File: config.mk
export PLATFORM = sky130hd
export DESIGN_NAME = emss_top
export DESIGN_NICKNAME = d
export VERILOG_FILES = /design/src/logic/emss_fifo.v /design/src/logic/emss_sync.v /design/src/logic/emss_top.v
export VERILOG_INCLUDE_DIRS = /design/src /design/src/inc
export SDC_FILE = /design/constraint.sdc
export NUM_CORES = 1
export LEC_CHECK = 0
export ABC_AREA = 0
export BUFFER_PORTS_ARGS = -buffer_cell sky130_fd_sc_hd__buf_2
export CAP_MARGIN = 20
export CORE_MARGIN = 2
export CORE_UTILIZATION = 60
export CTS_CLUSTER_DIAMETER = 200
export DETAILED_ROUTE_END_ITERATION = 12
export PLACE_DENSITY = 0.79
export RECOVER_POWER = 50
export SYNTH_ARGS = -nofsm -noshare
export SYNTH_HDL_FRONTEND = slang
export SYNTH_SLANG_ARGS = --single-unit
File: constraint.sdc
create_clock -name core_clk -period 5.9 [get_ports core_clk]
set_input_delay 0.295 -clock core_clk [delete_from_list [all_inputs] [get_ports core_clk]]
set_output_delay 0.295 -clock core_clk [all_outputs]
set_load 0.05 [all_outputs]
File: src/inc/emss_regs.vh
// constants for the external memory strobe and select block
`ifndef EMSS_REGS_VH
`define EMSS_REGS_VH
`define EMSS_ADDR_W       24
`define EMSS_DATA_W       16
`define EMSS_FIFO_DEPTH   16
`define EMSS_PUDR_CTRL_BIT 0
`define EMSS_PUR_PS_BIT   8
`define EMSS_PUR_DS_BIT   9
`define EMSS_PUR_RST      16'hffff
`define EMSS_DRV_RST      1'b0
`define EMSS_STROBE_NS    80
`define EMSS_CLK_NS       40
`define EMSS_STROBE_CYC   ((`EMSS_STROBE_NS + `EMSS_CLK_NS - 1) / `EMSS_CLK_NS)
`endif

File: src/logic/emss_fifo.v
// request fifo built from flip-flops
`timescale 1ns/100ps
`default_nettype none
module emss_fifo #(
  parameter WIDTH = 42,
  parameter DEPTH = 16,
  parameter AW    = 4
) (
  input  wire             core_clk,
  input  wire             nrst,
  input  wire             clk_en,
  input  wire             in_valid,
  output wire             in_ready,
  input  wire [WIDTH-1:0] in_data,
  output wire             out_valid,
  input  wire             out_ready,
  output wire [WIDTH-1:0] out_data
);
  reg [WIDTH-1:0] mem [0:DEPTH-1];
  reg [AW-1:0]    wr_ptr;
  reg [AW-1:0]    rd_ptr;
  reg [AW:0]      count;
  wire            push;
  wire            pop;
  assign in_ready  = (count != DEPTH[AW:0]);
  assign out_valid = (count != {(AW+1){1'b0}});
  assign out_data  = mem[rd_ptr];
  assign push      = clk_en & in_valid & in_ready;
  assign pop       = clk_en & out_valid & out_ready;
  always @(posedge core_clk or negedge nrst) begin
    if (!nrst) begin
      wr_ptr <= {AW{1'b0}};
      rd_ptr <= {AW{1'b0}};
      count  <= {(AW+1){1'b0}};
    end else begin
      if (push) begin
        wr_ptr <= wr_ptr + 1'b1;
      end
      if (pop) begin
        rd_ptr <= rd_ptr + 1'b1;
      end
      if (push & ~pop) begin
        count <= count + 1'b1;
      end else if (pop & ~push) begin
        count <= count - 1'b1;
      end
    end
  end
  always @(posedge core_clk) begin
    if (push) begin
      mem[wr_ptr] <= in_data;
    end
  end
endmodule // emss_fifo
`default_nettype wire

File: src/logic/emss_sync.v
// two flip-flop synchroniser for pin inputs
`timescale 1ns/100ps
`default_nettype none
module emss_sync #(
  parameter WIDTH = 18
) (
  input  wire             core_clk,
  input  wire             nrst,
  input  wire             clk_en,
  input  wire [WIDTH-1:0] async_in,
  output reg  [WIDTH-1:0] sync_out
);
  reg [WIDTH-1:0] stage_one;
  always @(posedge core_clk or negedge nrst) begin
    if (!nrst) begin
      stage_one <= {WIDTH{1'b0}};
      sync_out  <= {WIDTH{1'b0}};
    end else if (clk_en) begin
      stage_one <= async_in;
      sync_out  <= stage_one;
    end
  end
endmodule // emss_sync
`default_nettype wire

File: src/logic/emss_top.v
// external memory strobe, select and data bus pin logic
// Overview of operation
// write strobe low only during an external write cycle, high otherwise.
// while write strobe is low, all sixteen data lines drive write data.
// external memory captures data on the rising write strobe.
// address, space selects and chip selects stay valid throughout the strobe.
// write strobe floats when bus idle unless bus drive hold is set.
// software should set bus drive hold to one to keep lines driven.
// control pins pull-up disable bit turns off write strobe pull-up.
// select line zero resets to the program space select role.
// program space select low for every external program access.
// select line zero floats when bus idle unless bus drive hold set.
// select line one resets to the data space select role.
// data space select low for every external data access.
// select line one floats when bus idle unless bus drive hold set.
// port d line eight programmable in or out; pull-up bit 8 clears pull-up.
// pull-up bit 9 clear turns off data space select pin pull-up.
// read strobe low floats data bus; read data latched at strobe rise.
// per-pin function select between memory select and port d output.
// write and read strobes never low in the same cycle.
`include "emss_regs.vh"
`timescale 1ns/100ps
`default_nettype none
module emss_top (
  input  wire                    core_clk,
  input  wire                    nrst,
  input  wire                    clk_en,
  // request side
  input  wire                    req_valid,
  output wire                    req_ready,
  input  wire                    req_write,
  input  wire                    req_program,
  input  wire [`EMSS_ADDR_W-1:0] req_addr,
  input  wire [`EMSS_DATA_W-1:0] req_wdata,
  output reg                     rd_valid,
  output reg  [`EMSS_DATA_W-1:0] rd_data,
  output wire                    busy,
  // configuration
  input  wire                    bus_drive_hold,
  input  wire                    pudr_ctrl,
  input  wire [15:0]             port_d_pullup_enable,
  input  wire                    sel_zero_gpio,
  input  wire                    sel_one_gpio,
  input  wire [1:0]              port_d_dir,
  input  wire [1:0]              port_d_out,
  output wire [1:0]              port_d_in,
  // pins
  output reg  [`EMSS_ADDR_W-1:0] addr_pin,
  input  wire [`EMSS_DATA_W-1:0] data_pin_in,
  output reg  [`EMSS_DATA_W-1:0] data_pin_out,
  output wire [`EMSS_DATA_W-1:0] data_pin_oe_n,
  output wire                    write_strobe_n,
  output wire                    write_strobe_oe_n,
  output wire                    write_strobe_pullup,
  output wire                    read_strobe_n,
  output wire                    read_strobe_oe_n,
  input  wire                    select_line_zero_in,
  output wire                    select_line_zero,
  output wire                    select_line_zero_oe_n,
  output wire                    select_line_zero_pullup,
  input  wire                    select_line_one_in,
  output wire                    select_line_one,
  output wire                    select_line_one_oe_n,
  output wire                    select_line_one_pullup
);
  localparam FW = `EMSS_ADDR_W + `EMSS_DATA_W + 2;
  localparam [3:0] ST_IDLE  = 4'h1;
  localparam [3:0] ST_WRITE = 4'h2;
  localparam [3:0] ST_READ  = 4'h4;
  localparam [3:0] ST_END   = 4'h8;
  localparam integer STROBE_CYC_I = `EMSS_STROBE_CYC;
  localparam [3:0]   STROBE_CYC   = STROBE_CYC_I[3:0];

  reg  [3:0]              state;
  reg  [3:0]              next_state;
  reg  [3:0]              hold_cnt;
  reg                     wr_n;
  reg                     rd_n;
  reg                     ps_n;
  reg                     ds_n;
  reg                     bus_active;
  reg                     rd_pending;
  wire                    f_valid;
  wire                    f_ready;
  wire [FW-1:0]           f_data;
  wire [`EMSS_DATA_W+1:0] pins_sync;
  wire                    take;

  emss_fifo #(
    .WIDTH (FW),
    .DEPTH (`EMSS_FIFO_DEPTH),
    .AW    (4)
  ) u_fifo (
    .core_clk  (core_clk),
    .nrst      (nrst),
    .clk_en    (clk_en),
    .in_valid  (req_valid),
    .in_ready  (req_ready),
    .in_data   ({req_write, req_program, req_addr, req_wdata}),
    .out_valid (f_valid),
    .out_ready (f_ready),
    .out_data  (f_data)
  );

  // pins arrive from outside: synchronise before use
  emss_sync #(
    .WIDTH (`EMSS_DATA_W + 2)
  ) u_sync (
    .core_clk (core_clk),
    .nrst     (nrst),
    .clk_en   (clk_en),
    .async_in ({select_line_one_in, select_line_zero_in, data_pin_in}),
    .sync_out (pins_sync)
  );

  // fifo pops only from idle, so a request waits while a cycle runs
  assign take    = (state == ST_IDLE) & f_valid;
  assign f_ready = take;
  assign busy    = (state != ST_IDLE) | f_valid;

  always @* begin
    next_state = state;
    case (state)
      ST_IDLE: begin
        if (take) begin
          next_state = f_data[FW-1] ? ST_WRITE : ST_READ;
        end
      end
      ST_WRITE: begin
        if (hold_cnt == 4'h0) begin
          next_state = ST_END;
        end
      end
      ST_READ: begin
        if (hold_cnt == 4'h0) begin
          next_state = ST_END;
        end
      end
      ST_END: begin
        next_state = ST_IDLE;
      end
      default: begin
        next_state = ST_IDLE;
      end
    endcase
  end

  always @(posedge core_clk or negedge nrst) begin
    if (!nrst) begin
      state        <= ST_IDLE;
      hold_cnt     <= 4'h0;
      wr_n         <= 1'b1;
      rd_n         <= 1'b1;
      ps_n         <= 1'b1;
      ds_n         <= 1'b1;
      bus_active   <= 1'b0;
      rd_pending   <= 1'b0;
      addr_pin     <= {`EMSS_ADDR_W{1'b0}};
      data_pin_out <= {`EMSS_DATA_W{1'b0}};
      rd_valid     <= 1'b0;
      rd_data      <= {`EMSS_DATA_W{1'b0}};
    end else if (clk_en) begin
      state    <= next_state;
      rd_valid <= 1'b0;
      if (take) begin
        // address and selects set with the strobe, held until one cycle after it rises
        addr_pin     <= f_data[`EMSS_DATA_W +: `EMSS_ADDR_W];
        data_pin_out <= f_data[`EMSS_DATA_W-1:0];
        ps_n         <= ~f_data[FW-2];
        ds_n         <= f_data[FW-2];
        wr_n         <= ~f_data[FW-1];
        rd_n         <= f_data[FW-1];
        bus_active   <= 1'b1;
        rd_pending   <= ~f_data[FW-1];
        hold_cnt     <= STROBE_CYC - 4'h1;
      end else if ((state == ST_WRITE) | (state == ST_READ)) begin
        if (hold_cnt == 4'h0) begin
          wr_n <= 1'b1;
          rd_n <= 1'b1;
        end else begin
          hold_cnt <= hold_cnt - 4'h1;
        end
      end else if (state == ST_END) begin
        // one cycle of hold after strobe rise so the memory captures data
        ps_n       <= 1'b1;
        ds_n       <= 1'b1;
        bus_active <= 1'b0;
        rd_pending <= 1'b0;
        // the pin synchroniser lags two cycles, so this word was sampled while the strobe was low
        if (rd_pending) begin
          rd_data  <= pins_sync[`EMSS_DATA_W-1:0];
          rd_valid <= 1'b1;
        end
      end
    end
  end

  // data lines drive only while write strobe is low
  assign data_pin_oe_n = {`EMSS_DATA_W{wr_n}};

  // strobes float on an idle bus unless hold is set; reset value leaves them floating
  assign write_strobe_n    = wr_n;
  assign write_strobe_oe_n = ~(bus_active | bus_drive_hold);
  assign read_strobe_n     = rd_n;
  assign read_strobe_oe_n  = ~(bus_active | bus_drive_hold);
  assign write_strobe_pullup = ~pudr_ctrl;

  // select pins: memory role at reset when gpio select inputs are low
  wire [1:0] pin_gpio;
  wire [1:0] pin_mem_n;
  wire [1:0] pin_level;
  wire [1:0] pin_oe_n;
  wire       mem_oe_n;
  assign pin_gpio  = {sel_one_gpio, sel_zero_gpio};
  assign pin_mem_n = {ds_n, ps_n};
  assign mem_oe_n  = ~(bus_active | bus_drive_hold);
  genvar g;
  generate
    for (g = 0; g < 2; g = g + 1) begin : g_sel_pin
      assign pin_level[g] = pin_gpio[g] ? port_d_out[g] : pin_mem_n[g];
      assign pin_oe_n[g]  = pin_gpio[g] ? ~port_d_dir[g] : mem_oe_n;
    end
  endgenerate
  assign select_line_zero        = pin_level[0];
  assign select_line_zero_oe_n   = pin_oe_n[0];
  assign select_line_zero_pullup = port_d_pullup_enable[`EMSS_PUR_PS_BIT];
  assign select_line_one         = pin_level[1];
  assign select_line_one_oe_n    = pin_oe_n[1];
  assign select_line_one_pullup  = port_d_pullup_enable[`EMSS_PUR_DS_BIT];
  assign port_d_in = pins_sync[`EMSS_DATA_W +: 2];
endmodule // emss_top
`default_nettype wire

==> metrics.txt <==
FF-to-FF setup slack 2.22 ns; Synth cell types 41; leak pwr 0.0115 uW; max-cap violation count 2; synth cell count leaders edfxtp_1 (672), mux4_2 (168), dfrtp_1 (115), mux2_2 (93), o22ai_1 (81); Total Nets Final 1,718; cts repair resizes 0; Final setup viols 0; Synth top area share 0.667; Rows 82; Detailed Place HPWL 33,500 um; VDD IR max 0.291 mV; CORE AREA 0.0500 mm^2; Fill cells 2,936; simple-gate share of the synthesized area 0.0122; GR Util All Layers 0.259; Post-synth ARST share 0.152; Placer Congestion 0.807; CTS hold repair buffers 19; main combinational cell family by area after synthesis multiplexers; CTS Buffer Depth 3; Avg Inst Size Synth 21.2 um^2; status complete, but fails checks; biggest area consumer among synthesized cells edfxtp_1; crit path capture type register; worst min path class input port to register; post-synthesis xor/xnor area fraction 0.00405; Critical Path Fanout Max 47; synthesized flop and latch total 792; worst skew pair latency 0.63 ns; H-tree depth 3; DRC viols 0; initial cell density of the core 0.606; worst path required time 6.16 ns; iteration-0 DRC count of the detailed router 1,783; largest net degree at the start of global routing 81; Worst Tran Pin Value 3.51 ns; register area share after synthesis 0.766; max frequency 236 MHz; Hold Fails Final Rpt 0; Layout Skew 0.0285 ns; Chip Height 229 um; Mapped Cells 1,424; routed vias 15,179; Synth Area in Compound Gates 0.0280; Cell Area, Synth 0.0303 mm^2; RSZ-0062 raised after global routing false; delay-heaviest family, CP buffers and inverters; Setup CP Type input port to register; Post-DRT Antenna Nets 0; Power Density 481 mW/mm^2; Die Area 0.0522 mm^2; top-count cell post-synth edfxtp_1; top cells by area, synth edfxtp_1 (67%), mux4_2 (13%), dfrtp_1 (9.5%); Crit-path slowest cell clkbuf_1; Overflow after GRT 0; Clock Pin Slew Worst Setup and Hold Paths 0.06 ns; crit path cell chain clkbuf_1, and3_1, nand2_1, nor2_4, buf_4; Die Wd 229 um; critical path arrival 4.50 ns; synthesis-to-finish area growth 14.0%; setup_tns 0 ns; first-pass GRT wire length 99,200 um; share of cells above drive strength 1 0.328; CP startpoint kind input port; adder-cell share of the synthesized area 0.00521; violated checks max-capacitance violations, max-slew violations; PnR Total Power 16,600 uW; IO Count 176; yosys warns 0; TritonCTS Sinks 792; initial antenna violation count 3; Post-Synthesis Net Count 1,524; vias in the first global route 15,846; TritonCTS Buffers 78; Port Buf Inserts 157; fin crit share 0.719; drt via density 6.45; DR pass1 iterations 5; Setup Buffers After CTS 0; Most used DFF post-synth edfxtp_1; mux share of post-synthesis cell area 0.163; EDFF count, synth 672; final WL 66,200 um; Slew Viols, Final 90; worst path buffer plus inverter count 2; normalized max-slew margin -1.34; routed length per instance 28.1 um; CP max stage delay 1.66 ns; TritonCTS clock tree done; Root Driver clkbuf_16; Final min period 4.24 ns
==> registers in the layout, indices dropped and copies added, names as in the netlist <==
name              flops
addr_pin             24
bus_active            1
data_pin_out         16
ds_n                  1
hold_cnt              4
ps_n                  1
rd_data              16
rd_pending            1
rd_valid              1
read_strobe_n         1
state                 4
u_fifo.count          5
u_fifo.mem          672
u_fifo.rd_ptr         4
u_fifo.wr_ptr         4
u_sync.stage_one     18
u_sync.sync_out      18
write_strobe_n        1
==> through the flow <==
step	setup slack, ns	cell area, um^2	instances	utilization	hold WS [ns]
2_1_floorplan	1.05	30300	1424	-	-0.000591
3_3_place_gp	2.23	31700	2188	0.634	0.310
3_5_place_dp	2.13	31700	2189	0.635	0.312
4_1_cts	2.23	34500	2351	0.690	0.00766
5_1_grt	1.41	34500	2353	0.690	0.179
6_report	1.66	34500	2354	0.690	0.149
==> cells in the final DEF, fill, tap and decap left out, types with 11 or more instances in the layout <==
cell type        n
a21oi_1         45
buf_2          108
buf_4           31
clkbuf_1        58
clkbuf_16       78
clkinv_1        18
clkinv_2        13
dfrtp_1        112
dlygate4sd3_1   19
edfxtp_1       672
ha_1            11
inv_1           15
mux2_2          93
mux4_2         168
nand2_1         25
nor2_1          11
nor2_4          12
o22ai_1         81
==> report_power, final <==
| group | internal, uW | leakage, uW | switching, uW |
|---|---|---|---|
| Combinational | 1800 | 0.00279 | 2660 |
| Clock | 2920 | 0.00128 | 2060 |
| Sequential | 6620 | 0.00747 | 513 |
| Total | 11300 | 0.0115 | 5240 |
==> cells by family after synthesis <==
logic type	after synthesis
muxes	270
adders and majority gates	12
buffers and inverters	114
DFF	792
and+or+nand+nor	78
xor gates and xnor gates	14
AOI/OAI and AO/OA	144
==> final timing paths <==
| kind | from | endpoint | cells after the start |
|---|---|---|---|
| setup / recovery | clk_en | u_fifo.mem[10][0]$_DFFE_PP_ | 5 |
| hold / removal | req_wdata[13] | u_fifo.mem[4][13]$_DFFE_PP_ | 1 |
| setup reg to reg | state[0]$_DFFE_PN1P_ | u_fifo.count[4]$_DFFE_PN0P_ | 10 |
| hold reg to reg | u_sync.sync_out[3]$_DFFE_PN0P_ | rd_data[3]$_DFFE_PN0P_ | 1 |
| max in group asynchronous | nrst | write_strobe_n$_DFFE_PN1P_ | 4 |
| min in group asynchronous | nrst | addr_pin[13]$_DFFE_PN0P_ | 2 |
==> cell type report <==
class	instances	area, um^2	area share
diodes	1	2.50	0.0000726
clock buffers	93	2080	0.0603
inverters	16	60.1	0.00174
flip-flops and latches	792	23200	0.673
repair buffers	212	1240	0.0359
clock inverters	50	522	0.0151
multi-input cells	518	6540	0.190
well taps	672	841	0.0244
==> routing by layer <==
layer / global-route usage / routed length [um]
met1: 0.346 / 24700
met2: 0.424 / 33200
met3: 0.0593 / 6300
met4: 0.0940 / 1760
met5: 0.0165 / 163
Power figures use the tool's default switching activity.
